$ cat src/pcw_pkg.sv
// Shared constants and types for the burst write width adapter.
// Assumes both ends run on the single PCI clock.
package pcw_pkg;

    // ----------------------------------------
    // Widths
    // ----------------------------------------
    localparam int AD_W = 64;
    localparam int BE_W = 8;
    localparam int BEATS_W = 8;

    // ----------------------------------------
    // Local status codes
    // ----------------------------------------
    localparam logic [3:0] STAT_IDLE = 4'h0;
    localparam logic [3:0] STAT_ADDR_LOAD = 4'h1;
    localparam logic [3:0] STAT_BUS_TRANS = 4'h2;
    localparam logic [3:0] STAT_BUS_TERM = 4'h3;

    // ----------------------------------------
    // Counts and reset values
    // ----------------------------------------
    localparam logic [7:0] BEATS_NARROW = 8'h04;
    localparam logic [7:0] BEATS_PENULT = 8'h02;
    localparam logic [7:0] BEATS_LAST = 8'h01;
    localparam logic [7:0] BEATS_RESET = 8'h00;
    localparam logic [63:0] AD_RESET = 64'h0000_0000_0000_0000;
    localparam logic [7:0] BE_RESET = 8'h00;
    localparam logic [31:0] ADDR_STEP_PAIR = 32'h0000_0008;
    localparam logic [31:0] ADDR_STEP_DWORD = 32'h0000_0004;

    // ----------------------------------------
    // Core state machine
    // ----------------------------------------
    typedef enum logic [3:0] {
        ST_IDLE = 4'b0000,
        ST_REQ = 4'b0001,
        ST_GRANT = 4'b0010,
        ST_LOAD = 4'b0011,
        ST_ADDR = 4'b0100,
        ST_WAIT1 = 4'b0101,
        ST_WAIT2 = 4'b0110,
        ST_DATA = 4'b0111,
        ST_TURN = 4'b1000
    } pcw_state_t;

endpackage : pcw_pkg

$ cat src/pcw_local_if.sv
// Local bus between the PCI master core and the local master.
// Assumes one clock; the testbench joins the two ends.
`timescale 1ns/10ps
interface pcw_local_if;
    logic local_wide_request_n;
    logic local_narrow_request_n;
    logic local_grant_n;
    logic [3:0] local_master_state_code;
    logic [pcw_pkg::BEATS_W-1:0] local_requested_beats;
    logic [pcw_pkg::AD_W-1:0] localAd;
    logic [pcw_pkg::BE_W-1:0] local_byte_lane_enables_in;
    logic local_side_ready_n;
    logic low_dword_taken_n;
    logic high_dword_taken_n;
    logic wide_transfer_flag_n;

    modport core (
        input local_wide_request_n,
        input local_narrow_request_n,
        output local_grant_n,
        output local_master_state_code,
        input local_requested_beats,
        input localAd,
        input local_byte_lane_enables_in,
        input local_side_ready_n,
        output low_dword_taken_n,
        output high_dword_taken_n,
        output wide_transfer_flag_n
    );

    modport lmaster (
        output local_wide_request_n,
        output local_narrow_request_n,
        input local_grant_n,
        input local_master_state_code,
        output local_requested_beats,
        output localAd,
        output local_byte_lane_enables_in,
        output local_side_ready_n,
        input low_dword_taken_n,
        input high_dword_taken_n,
        input wide_transfer_flag_n
    );
endinterface : pcw_local_if

$ cat src/pcw_core.sv
// PCI master core end: burst write with fallback to a 32-bit target.
// Assumes PCI pins on the same clock; the testbench resolves wired pins.
// Notes on behaviour
// - Local master requests with address, command, length
// - Core raises reqn one clock after request
// - Grant plus idle bus starts, grants local
// - Address Loading status, latch address command length
// - Local master drops request after Address Loading
// - Address phase: framen, req64n, address, command
// - Burst counter loaded in address phase
// - First pair taken with both strobes
// - Local ready only when data available
// - Release reqn after framen without request
// - Narrow target asserts devseln, trdyn, not ack64n
// - First pair driven on full bus
// - Local master presents next pair
// - First data phase: irdyn high, strobes off
// - Untaken data held unchanged
// - One more clock to decide width
// - Narrow: clear wide flag, counter four, grant
// - No completion while irdyn deasserted
// - Counter decrements after each completed phase
// - Last phase deasserts framen and req64n
`timescale 1ns/10ps
module pcw_core (
    // Clock and reset
    input wire logic clk,
    input wire logic rst_n,
    // Local bus
    pcw_local_if.core lb,
    // PCI arbitration
    output logic reqn,
    input wire logic gntn,
    // PCI control
    input wire logic framen_i,
    output logic framen_o,
    output logic framen_oe,
    input wire logic irdyn_i,
    output logic irdyn_o,
    output logic irdyn_oe,
    output logic req64n_o,
    output logic req64n_oe,
    input wire logic devseln,
    input wire logic trdyn,
    input wire logic ack64n,
    // PCI address and data
    output logic [63:0] ad_o,
    output logic adLow_oe,
    output logic adHigh_oe,
    output logic [7:0] cben_o,
    output logic cbenLow_oe,
    output logic cbenHigh_oe,
    // Status
    output logic [7:0] remaining_beat_counter
);

    // ----------------------------------------
    // State and latched request
    // ----------------------------------------
    pcw_pkg::pcw_state_t state;
    logic [31:0] addrLatch;
    logic [3:0] cmdLatch;
    logic [7:0] beatsLatch;
    logic phaseDone;
    logic busIdle;
    logic lastPhase;
    logic loadNow;
    logic startNow;
    logic pairTaken;

    // No completion while irdyn is not driven low
    assign phaseDone = irdyn_oe && !irdyn_o && !trdyn;
    assign busIdle = framen_i && irdyn_i;
    assign lastPhase = remaining_beat_counter == pcw_pkg::BEATS_LAST;
    assign loadNow = state == pcw_pkg::ST_GRANT && !gntn && !lb.local_wide_request_n;
    assign startNow = state == pcw_pkg::ST_LOAD && !gntn;
    assign pairTaken = !lb.low_dword_taken_n && !lb.high_dword_taken_n;

    // ----------------------------------------
    // Sequencer
    // ----------------------------------------
    always_ff @(posedge clk) begin
        if (!rst_n) begin
            state <= pcw_pkg::ST_IDLE;
        end else begin
            case (state)
                pcw_pkg::ST_IDLE: begin
                    if (!lb.local_wide_request_n) begin
                        state <= pcw_pkg::ST_REQ;
                    end
                end
                pcw_pkg::ST_REQ: begin
                    if (!gntn && busIdle) begin
                        state <= pcw_pkg::ST_GRANT;
                    end
                end
                pcw_pkg::ST_GRANT: begin
                    if (loadNow) begin
                        state <= pcw_pkg::ST_LOAD;
                    end else if (gntn) begin
                        state <= pcw_pkg::ST_REQ;
                    end else begin
                        state <= pcw_pkg::ST_IDLE;
                    end
                end
                pcw_pkg::ST_LOAD: begin
                    if (startNow) begin
                        state <= pcw_pkg::ST_ADDR;
                    end else begin
                        state <= pcw_pkg::ST_REQ;
                    end
                end
                pcw_pkg::ST_ADDR: begin
                    if (pairTaken) begin
                        state <= pcw_pkg::ST_WAIT1;
                    end
                end
                pcw_pkg::ST_WAIT1: begin
                    state <= pcw_pkg::ST_WAIT2;
                end
                pcw_pkg::ST_WAIT2: begin
                    state <= pcw_pkg::ST_DATA;
                end
                pcw_pkg::ST_DATA: begin
                    if (phaseDone && lastPhase) begin
                        state <= pcw_pkg::ST_TURN;
                    end
                end
                pcw_pkg::ST_TURN: begin
                    state <= pcw_pkg::ST_IDLE;
                end
                default: begin
                    state <= pcw_pkg::ST_IDLE;
                end
            endcase
        end
    end

    // ----------------------------------------
    // Request latch and local status
    // ----------------------------------------
    always_ff @(posedge clk) begin
        if (!rst_n) begin
            addrLatch <= 32'h0000_0000;
            cmdLatch <= 4'h0;
            beatsLatch <= pcw_pkg::BEATS_RESET;
        end else if (loadNow) begin
            addrLatch <= lb.localAd[31:0];
            cmdLatch <= lb.local_byte_lane_enables_in[3:0];
            beatsLatch <= lb.local_requested_beats;
        end
    end

    always_ff @(posedge clk) begin
        if (!rst_n) begin
            lb.local_master_state_code <= pcw_pkg::STAT_IDLE;
        end else if (loadNow) begin
            lb.local_master_state_code <= pcw_pkg::STAT_ADDR_LOAD;
        end else if (startNow) begin
            lb.local_master_state_code <= pcw_pkg::STAT_BUS_TRANS;
        end else if (state == pcw_pkg::ST_LOAD) begin
            lb.local_master_state_code <= pcw_pkg::STAT_IDLE;
        end else if (state == pcw_pkg::ST_DATA && phaseDone && lastPhase) begin
            lb.local_master_state_code <= pcw_pkg::STAT_BUS_TERM;
        end else if (state == pcw_pkg::ST_TURN) begin
            lb.local_master_state_code <= pcw_pkg::STAT_IDLE;
        end
    end

    // ----------------------------------------
    // Arbitration and local grant
    // ----------------------------------------
    always_ff @(posedge clk) begin
        if (!rst_n) begin
            reqn <= 1'b1;
        end else if (state == pcw_pkg::ST_IDLE) begin
            reqn <= lb.local_wide_request_n;
        end else if (!framen_i && lb.local_wide_request_n) begin
            reqn <= 1'b1;
        end
    end

    always_ff @(posedge clk) begin
        if (!rst_n) begin
            lb.local_grant_n <= 1'b1;
        end else if (state == pcw_pkg::ST_REQ && !gntn && busIdle) begin
            lb.local_grant_n <= 1'b0;
        end else if (state == pcw_pkg::ST_WAIT1) begin
            lb.local_grant_n <= gntn;
        end else if (state == pcw_pkg::ST_TURN || (state == pcw_pkg::ST_LOAD && gntn)) begin
            lb.local_grant_n <= 1'b1;
        end
    end

    // ----------------------------------------
    // Frame and width request
    // ----------------------------------------
    always_ff @(posedge clk) begin
        if (!rst_n) begin
            framen_o <= 1'b1;
            framen_oe <= 1'b0;
            req64n_o <= 1'b1;
            req64n_oe <= 1'b0;
        end else if (startNow) begin
            framen_o <= 1'b0;
            framen_oe <= 1'b1;
            req64n_o <= 1'b0;
            req64n_oe <= 1'b1;
        end else if (state == pcw_pkg::ST_DATA && phaseDone && remaining_beat_counter == pcw_pkg::BEATS_PENULT) begin
            framen_o <= 1'b1;
            req64n_o <= 1'b1;
        end else if (state == pcw_pkg::ST_DATA && phaseDone && lastPhase) begin
            framen_oe <= 1'b0;
            req64n_oe <= 1'b0;
        end
    end

    // Held high through both width-decision clocks
    always_ff @(posedge clk) begin
        if (!rst_n) begin
            irdyn_o <= 1'b1;
            irdyn_oe <= 1'b0;
        end else if (state == pcw_pkg::ST_ADDR && pairTaken) begin
            irdyn_o <= 1'b1;
            irdyn_oe <= 1'b1;
        end else if (state == pcw_pkg::ST_WAIT2) begin
            irdyn_o <= 1'b0;
        end else if (state == pcw_pkg::ST_DATA && phaseDone && lastPhase) begin
            irdyn_o <= 1'b1;
        end else if (state == pcw_pkg::ST_TURN) begin
            irdyn_oe <= 1'b0;
        end
    end

    // ----------------------------------------
    // Burst counter and width flag
    // ----------------------------------------
    always_ff @(posedge clk) begin
        if (!rst_n) begin
            remaining_beat_counter <= pcw_pkg::BEATS_RESET;
        end else if (startNow) begin
            remaining_beat_counter <= beatsLatch;
        end else if (state == pcw_pkg::ST_WAIT1 && ack64n) begin
            remaining_beat_counter <= pcw_pkg::BEATS_NARROW;
        end else if (phaseDone && remaining_beat_counter != pcw_pkg::BEATS_RESET) begin
            remaining_beat_counter <= remaining_beat_counter - 8'h01;
        end
    end

    always_ff @(posedge clk) begin
        if (!rst_n) begin
            lb.wide_transfer_flag_n <= 1'b1;
        end else if (startNow) begin
            lb.wide_transfer_flag_n <= 1'b0;
        end else if (state == pcw_pkg::ST_WAIT1 && ack64n) begin
            lb.wide_transfer_flag_n <= 1'b1;
        end else if (state == pcw_pkg::ST_TURN) begin
            lb.wide_transfer_flag_n <= 1'b1;
        end
    end

    // ----------------------------------------
    // Local transfer strobes
    // ----------------------------------------
    always_ff @(posedge clk) begin
        if (!rst_n) begin
            lb.low_dword_taken_n <= 1'b1;
            lb.high_dword_taken_n <= 1'b1;
        end else if (startNow || (state == pcw_pkg::ST_ADDR && !pairTaken)) begin
            lb.low_dword_taken_n <= lb.local_side_ready_n;
            lb.high_dword_taken_n <= lb.local_side_ready_n;
        end else if (state == pcw_pkg::ST_DATA && phaseDone && !lastPhase && remaining_beat_counter[0]) begin
            lb.low_dword_taken_n <= 1'b0;
            lb.high_dword_taken_n <= 1'b1;
        end else if (state == pcw_pkg::ST_DATA && phaseDone && !lastPhase
                && remaining_beat_counter != pcw_pkg::BEATS_NARROW) begin
            lb.low_dword_taken_n <= 1'b1;
            lb.high_dword_taken_n <= 1'b0;
        end else begin
            lb.low_dword_taken_n <= 1'b1;
            lb.high_dword_taken_n <= 1'b1;
        end
    end

    // ----------------------------------------
    // Address and data lanes
    // ----------------------------------------
    always_ff @(posedge clk) begin
        if (!rst_n) begin
            ad_o <= pcw_pkg::AD_RESET;
            cben_o <= pcw_pkg::BE_RESET;
            adLow_oe <= 1'b0;
            adHigh_oe <= 1'b0;
            cbenLow_oe <= 1'b0;
            cbenHigh_oe <= 1'b0;
        end else if (startNow) begin
            ad_o <= {32'h0000_0000, addrLatch};
            cben_o <= {4'h0, cmdLatch};
            adLow_oe <= 1'b1;
            cbenLow_oe <= 1'b1;
        end else if (state == pcw_pkg::ST_ADDR && pairTaken) begin
            ad_o <= lb.localAd;
            cben_o <= lb.local_byte_lane_enables_in;
            adHigh_oe <= 1'b1;
            cbenHigh_oe <= 1'b1;
        end else if (state == pcw_pkg::ST_WAIT1 && ack64n) begin
            adHigh_oe <= 1'b0;
            cbenHigh_oe <= 1'b0;
        end else if (state == pcw_pkg::ST_DATA && phaseDone && !lastPhase) begin
            if (remaining_beat_counter == pcw_pkg::BEATS_NARROW) begin
                ad_o[31:0] <= ad_o[63:32];
                cben_o[3:0] <= cben_o[7:4];
            end else if (remaining_beat_counter[0]) begin
                ad_o[31:0] <= lb.localAd[31:0];
                cben_o[3:0] <= lb.local_byte_lane_enables_in[3:0];
            end else begin
                ad_o[31:0] <= lb.localAd[63:32];
                cben_o[3:0] <= lb.local_byte_lane_enables_in[7:4];
            end
        end else if (state == pcw_pkg::ST_DATA && phaseDone) begin
            adLow_oe <= 1'b0;
            cbenLow_oe <= 1'b0;
        end
    end

endmodule : pcw_core

$ cat src/flat_wrapper.sv
// flat-port wrapper written by rule: the top's interface ports become plain ports
module pcw_core_flat 
  (clk, rst_n, reqn, gntn, framen_i, framen_o, framen_oe, irdyn_i, irdyn_o, irdyn_oe, req64n_o, req64n_oe, devseln, trdyn, ack64n, ad_o, adLow_oe, adHigh_oe, cben_o, cbenLow_oe, cbenHigh_oe, remaining_beat_counter, lb_local_wide_request_n, lb_local_narrow_request_n, lb_local_grant_n, lb_local_master_state_code, lb_local_requested_beats, lb_localAd, lb_local_byte_lane_enables_in, lb_local_side_ready_n, lb_low_dword_taken_n, lb_high_dword_taken_n, lb_wide_transfer_flag_n);
  pcw_local_if lb_i ();
  input wire logic clk;
  input wire logic rst_n;
  output logic reqn;
  input wire logic gntn;
  input wire logic framen_i;
  output logic framen_o;
  output logic framen_oe;
  input wire logic irdyn_i;
  output logic irdyn_o;
  output logic irdyn_oe;
  output logic req64n_o;
  output logic req64n_oe;
  input wire logic devseln;
  input wire logic trdyn;
  input wire logic ack64n;
  output logic [63:0] ad_o;
  output logic adLow_oe;
  output logic adHigh_oe;
  output logic [7:0] cben_o;
  output logic cbenLow_oe;
  output logic cbenHigh_oe;
  output logic [7:0] remaining_beat_counter;
  input wire logic [$bits(lb_i.local_wide_request_n)-1:0] lb_local_wide_request_n;
  input wire logic [$bits(lb_i.local_narrow_request_n)-1:0] lb_local_narrow_request_n;
  output wire logic [$bits(lb_i.local_grant_n)-1:0] lb_local_grant_n;
  output wire logic [$bits(lb_i.local_master_state_code)-1:0] lb_local_master_state_code;
  input wire logic [$bits(lb_i.local_requested_beats)-1:0] lb_local_requested_beats;
  input wire logic [$bits(lb_i.localAd)-1:0] lb_localAd;
  input wire logic [$bits(lb_i.local_byte_lane_enables_in)-1:0] lb_local_byte_lane_enables_in;
  input wire logic [$bits(lb_i.local_side_ready_n)-1:0] lb_local_side_ready_n;
  output wire logic [$bits(lb_i.low_dword_taken_n)-1:0] lb_low_dword_taken_n;
  output wire logic [$bits(lb_i.high_dword_taken_n)-1:0] lb_high_dword_taken_n;
  output wire logic [$bits(lb_i.wide_transfer_flag_n)-1:0] lb_wide_transfer_flag_n;
  assign lb_i.local_wide_request_n = lb_local_wide_request_n;
  assign lb_i.local_narrow_request_n = lb_local_narrow_request_n;
  assign lb_local_grant_n = lb_i.local_grant_n;
  assign lb_local_master_state_code = lb_i.local_master_state_code;
  assign lb_i.local_requested_beats = lb_local_requested_beats;
  assign lb_i.localAd = lb_localAd;
  assign lb_i.local_byte_lane_enables_in = lb_local_byte_lane_enables_in;
  assign lb_i.local_side_ready_n = lb_local_side_ready_n;
  assign lb_low_dword_taken_n = lb_i.low_dword_taken_n;
  assign lb_high_dword_taken_n = lb_i.high_dword_taken_n;
  assign lb_wide_transfer_flag_n = lb_i.wide_transfer_flag_n;
  pcw_core u_core (.clk(clk), .rst_n(rst_n), .lb(lb_i), .reqn(reqn), .gntn(gntn), .framen_i(framen_i), .framen_o(framen_o), .framen_oe(framen_oe), .irdyn_i(irdyn_i), .irdyn_o(irdyn_o), .irdyn_oe(irdyn_oe), .req64n_o(req64n_o), .req64n_oe(req64n_oe), .devseln(devseln), .trdyn(trdyn), .ack64n(ack64n), .ad_o(ad_o), .adLow_oe(adLow_oe), .adHigh_oe(adHigh_oe), .cben_o(cben_o), .cbenLow_oe(cbenLow_oe), .cbenHigh_oe(cbenHigh_oe), .remaining_beat_counter(remaining_beat_counter));
endmodule
$ cat config.mk
export PLATFORM = sky130hd
export DESIGN_NAME = pcw_core_flat
export DESIGN_NICKNAME = d
export VERILOG_FILES = /design/src/pcw_pkg.sv /design/src/pcw_local_if.sv /design/src/pcw_core.sv /design/src/flat_wrapper.sv
export SDC_FILE = /design/constraint.sdc
export NUM_CORES = 1
export LEC_CHECK = 0
export ABC_AREA = 1
export ABC_CLOCK_PERIOD_IN_PS = 2300
export BUFFER_PORTS_ARGS = -buffer_cell sky130_fd_sc_hd__buf_4
export CAP_MARGIN = 5
export CELL_PAD_IN_SITES_DETAIL_PLACEMENT = 0
export CELL_PAD_IN_SITES_GLOBAL_PLACEMENT = 2
export CORE_ASPECT_RATIO = 0.75
export CORE_MARGIN = 2
export CORE_UTILIZATION = 28
export CTS_CLUSTER_SIZE = 30
export DETAILED_ROUTE_END_ITERATION = 8
export PLACE_DENSITY = 0.82
export SYNTH_ARGS = -nofsm -noshare
export SYNTH_HDL_FRONTEND = slang
export SYNTH_SLANG_ARGS = --single-unit
$ cat constraint.sdc
create_clock -name clk -period 2.3 [get_ports clk]
set_input_delay 0.115 -clock clk [delete_from_list [all_inputs] [get_ports clk]]
set_output_delay 0.115 -clock clk [all_outputs]
set_load 0.03 [all_outputs]
== Word level (Yosys, flattened, before mapping) ==
Cells that the tools add are included.
Word-level totals
  bits in registers: 141
  latch bits: 0
  bits in writable memories: 0
  ROM bits: 0
  input bits: 91
  word-level logic and storage cells: 165
  memories kept: 0
Operators by class
  add/subtract/negate cells: 1
  $mul: 0
  divide/modulo/power cells: 0
  magnitude comparators: 0
  equal/unequal tests: 23
  shift operators: 0
  muxes and demuxes: 59
  bitwise gates (word level): 2
  reductions and logical operators: 58
Operator list (count)
  $mux 32: 6
  $mux 4: 11
  $mux 1: 33
  $pmux 4 s8: 1
  $mux 8: 3
  $logic_and 1x1->1: 23
  $ne 2x1->1 const B: 9
  $eq 4x3->1 const B: 4
  $reduce_bool 2->1: 7
  $reduce_bool 3->1: 4
  $logic_not 1->1: 9
  $eq 4x2->1 const B: 2
  $eq 8x1->1 const B: 1
  $eq 8x2->1 const B: 1
  $eq 8x3->1 const B: 1
  $mux 2: 4
  $ne 8x3->1 const B: 1
  $reduce_and 4->1: 2
  $reduce_bool 8->1: 1
  $sub 8x1->8 const B: 1
  $reduce_and 2->1: 3
  $reduce_or 2->1: 3
  $reduce_bool 5->1: 1
  $eq 4x1->1 const B: 1
  9 further kinds: 11

== Depth between registers and ports, before layout ==
  depth after elaboration: 9
  gate-level depth with buffers: 12
  mapped depth without buffers: 10

== Least setup slack after synthesis ==
OpenSTA, ideal clock, no wires.
  path type: reg2reg
  start point: reg u_core.remaining_beat_counter[0]
  end point: reg u_core.ad_o[10]
  arrival: 2.036 ns
  data required time: 2.184 ns
  setup slack: 0.148 ns
  stages on the path, launching flop included: 13
  cells stage by stage: dfxtp_1 -> inv_1 -> buf_2 -> buf_2 -> ha_1 -> nand3_1 -> nor2_4 -> clkbuf_1 -> nand2_1 -> nand2_1 -> nor2_1 -> nor2_1 -> nor2_1
On the way
  longest elaborated chain between the ends: 6
Ends and longest elaborated chain
  start, declared: RTL line pcw_core.sv:54  | output logic [7:0] remaining_beat_counter
  start signal, assigned: RTL line pcw_core.sv:240  | remaining_beat_counter <= pcw_pkg::BEATS_RESET;
  start signal, assigned: RTL line pcw_core.sv:242  | remaining_beat_counter <= beatsLatch;
  start signal, assigned: RTL line pcw_core.sv:244  | remaining_beat_counter <= pcw_pkg::BEATS_NARROW;
  $eq 8x3->1 / $mux 32 (equally long branches): RTL line pcw_core.sv:310, pcw_core.sv:313
  $mux 32: RTL line pcw_core.sv:310  | if (remaining_beat_counter == pcw_pkg::BEATS_NARROW) begin
  $mux 32: RTL line pcw_core.sv:309  | end else if (state == pcw_pkg::ST_DATA && phaseDone && !lastPhase) begin
  $mux 32: RTL line pcw_core.sv:306  | end else if (state == pcw_pkg::ST_WAIT1 && ack64n) begin
  $mux 32: RTL line pcw_core.sv:301  | end else if (state == pcw_pkg::ST_ADDR && pairTaken) begin
  $mux 32: RTL line pcw_core.sv:296  | end else if (startNow) begin
  end signal, assigned: RTL line pcw_core.sv:297  | ad_o <= {32'h0000_0000, addrLatch};
  end signal, assigned: RTL line pcw_core.sv:302  | ad_o <= lb.localAd;
  end signal, assigned: RTL line pcw_core.sv:311  | ad_o[31:0] <= ad_o[63:32];
  end, declared: RTL line pcw_core.sv:47  | output logic [63:0] ad_o,
Parallel ways exist; a longest one is shown, timed or not. The select of a mux whose other input is x is not followed.
A chain may end at the register's enable or synchronous reset.

== Worst setup path after layout ==
  start point: reg u_core.state[2]
  end point: reg u_core.ad_o[5]
On the way
  longest elaborated chain between the ends: 5
Ends and longest elaborated chain
  start, declared: RTL line pcw_core.sv:60  | pcw_pkg::pcw_state_t state;
  start signal, assigned: RTL line pcw_core.sv:84  | state <= pcw_pkg::ST_IDLE;
  start signal, assigned: RTL line pcw_core.sv:89  | state <= pcw_pkg::ST_REQ;
  start signal, assigned: RTL line pcw_core.sv:94  | state <= pcw_pkg::ST_GRANT;
  $eq 4x3->1: RTL line pcw_core.sv:309
  $logic_and 1x1->1 (2 in a row): RTL line pcw_core.sv:309
  $reduce_bool 3->1 (no source line)
  $reduce_and 2->1 (no source line)
  end signal, assigned: RTL line pcw_core.sv:311
  end signal, assigned: RTL line pcw_core.sv:314  | ad_o[31:0] <= lb.localAd[31:0];
  end signal, assigned: RTL line pcw_core.sv:317  | ad_o[31:0] <= lb.localAd[63:32];
Parallel ways exist; a longest one is shown, timed or not.

==> out/results.tsv <==
metric	value	unit
status	complete, no violations	
routed len/inst	13.7	um
largest net degree at the start of global routing	112	
Die Y	144	um
Starting Density	28.3	%
Max Clk Rate	523	MHz
Area Overhead vs Synth	43.7	%
Die Wd	191	um
Post-Route Skew	0.0111	ns
Yosys reg bits	141	
crit path kind	flip-flop to flip-flop	
fraction of registers with async set/reset	0	%
I/O Buffers	185	
syn avg cell area	6.30	um^2
maximum VDD drop	0.000484	V
final WL	24000	um
unrepaired setup endpoints after global routing	no	
area leader, netlist	dfxtp_1	
gp weighted congestion	0.815	
via count	7636	
Hold Path End	u_core.addrLatch[28]$_SDFFE_PN0P_	
FF-to-FF Start	u_core.state[2]$_SDFFE_PN0P_	
initial antenna violation count	1	
1st-pass router iterations	5	
endpoints failing setup	0	
Num CTS Buffers	17	
core area	25800	um^2
Detail Route Antenna Nets	0	
share of cells above drive strength 1	18.1	%
Slew HR	65.7	%
Hold Vio Cnt, Final	0	
Clk pin slew, worst setup/hold paths	0.06	ns
Final #Nets	1489	
Lkg Pwr	4.85	nW
Worst Path Max Fanout	37	
Worst Path Arrival	2.23	ns
fraction of the cycle the final worst path needs	83.2	%
Hold Crit Class	primary input to flip-flop	
Distinct cells, synth	30	
clock root buffer	clkbuf_16	
Period minus WS final	1.91	ns
Hold Path Origin	lb_localAd[28]	
Worst-Margin Slew	0.515	ns
max_cap viols	0	
Setup crit end kind	flip-flop	
DRC viols	0	
CTS Sinks	141	
die area	27500	um^2
clock latency on the worst-skew pair	0.43	ns
Resize count post-CTS	0	
Avg Vias per Cell	4.36	
most frequent cells in the layout	nor2_1 (320), nand2_1 (200), buf_4 (196)	
hpwl dp	15200	um
Pwr Total	6.96	mW
Synth top area share	38.6	%
Post-synth EDFFs	0	
commonest non-fill, non-tap cell in the layout	nor2_1	
Power Density	661	nW/um^2
Initial DRC Count	329	
vias in the first global route	7159	
Netlist Area Pre-Place	7320	um^2
first-pass GRT wire length	38300	um
Reg2Reg Capture Point	u_core.ad_o[5]$_SDFFE_PN0P_	
Worst Path Required	2.62	ns
Top FF cell, synth	dfxtp_1	
warnings from Yosys	0	
GRT Util Overall	17.8	%
# IOs	190	
r2r setup slk	0.39	ns
H-Tree Depth	4	
Syn Inst Count	1162	
Hold Path Cell Cnt	3	
Seq/Total Area, Yosys	38.6	%
largest cells by area after synthesis	dfxtp_1 (39%), nor2_1 (16%), nand2_1 (10%)	
total grt overflow	0	
setup TNS	0	ns
CTS tree	built	
Clock Path Buffers	2	
element type at the critical path start	flip-flop	
site row count	51	
Slew Viols, Final	0	
Worst Reg-to-Reg Cells	10	
-- report_power, final --
part / leakage, nW / switching (mW) / total [mW] / internal, mW
Sequential: 1.14 / 0.0480 / 2.57 / 2.52
Combinational: 3.38 / 0.583 / 1.04 / 0.459
Clock: 0.333 / 1.16 / 3.34 / 2.18
-- metal layers --
metal,routed length (um),vias to the layer above,track usage (%),share of wire (%)
li1,-,4080,-,-
met1,12200,3374,24.8,51
met2,10100,169,27.3,42
met3,1450,13,4.59,6.1
met4,214,0,4.28,0.89
met5,0,-,0,0
-- cell families after synthesis --
family	after synthesis	synth area share, %
simple gates	567	30.7
compound gates	230	17.0
buf+inv	218	12.9
flops	141	38.6
fa+ha+maj	4	0.684
xor+xnor	1	0.120
other cells	1	0.0512
-- cell usage after synthesis, types with 2 or more instances --
cell / instances
buf_6: 8
nand3_1: 26
a21oi_1: 55
buf_4: 12
nand4_1: 4
a211oi_1: 36
inv_1: 143
nor2_1: 320
nand2_2: 5
o21ai_1: 17
ha_1: 4
o21ai_0: 119
nand2_1: 200
dfxtp_1: 141
o22ai_1: 2
nor3_1: 2
buf_1: 2
nor2_4: 4
nand3_2: 2
clkbuf_1: 33
inv_2: 3
buf_2: 16
-- flip-flops by register name, summed over array words and instances (netlist names), 2 cells and up --
signal	cells
u_core.ad_o	64
u_core.beatsLatch	8
u_core.cben_o	8
u_core.cmdLatch	4
u_core.state	4
u_core.remaining_beat_counter	8
u_core.lb.local_master_state_code	2
u_core.addrLatch	32
-- per-stage QoR --
stage                     instance area (um^2)  worst slack (ns)  hold WS (ns)  std cells  util [%]
final                                    10500             0.387       0.00933       1752      40.7
after global routing                     10500             0.187        0.0272       1752      40.7
after CTS                                10500             0.334       0.00293       1751      40.7
after detailed placement                  9030             0.356         0.361       1641      35.0
after global placement                    9030             0.385         0.356       1641      35.0
after floorplan                           7320             0.148         0.228       1163         -
-- worst max-delay path, cell delays in order, from the launching register on --
cell and delay (ns):
dfxtp_1 0.44, inv_2 0.08, nor2_4 0.22, nand3_4 0.12, nand2_1 0.09, inv_2 0.18
nand2_4 0.19, buf_12 0.23, nand2_1 0.07, nor2_1 0.10, nor2_1 0.05
-- worst max path at each step --
stage | start | end | slack [ns]
global route | u_core.state[3]$_SDFFE_PN0P_ | u_core.ad_o[4]$_SDFFE_PN0P_ | 0.19
global placement | u_core.state[2]$_SDFFE_PN0P_ | u_core.ad_o[6]$_SDFFE_PN0P_ | 0.39
CTS | u_core.state[2]$_SDFFE_PN0P_ | u_core.ad_o[5]$_SDFFE_PN0P_ | 0.33
floorplan | u_core.remaining_beat_counter[0]$_SDFFE_PN0P_ | u_core.ad_o[10]$_SDFFE_PN0P_ | 0.15
detailed placement | u_core.state[2]$_SDFFE_PN0P_ | u_core.ad_o[5]$_SDFFE_PN0P_ | 0.36
finish | u_core.state[2]$_SDFFE_PN0P_ | u_core.ad_o[5]$_SDFFE_PN0P_ | 0.39
-- timing repair --
action                                 4_1_cts  5_1_grt
endpoints found under the hold margin       78        0
hold buffers                                78        0
setup buffers                                0        0
-- cell type report --
cell class	count	area (um^2)
timing repair buffer	283	2430
inverter	147	552
clock inverter	14	264
tap	344	430
sequential	141	2820
fill	2780	15300
antenna	1	2.50
clock buffer	18	439
multi-input combinational	804	3580
(Power assumes the default switching activity.)
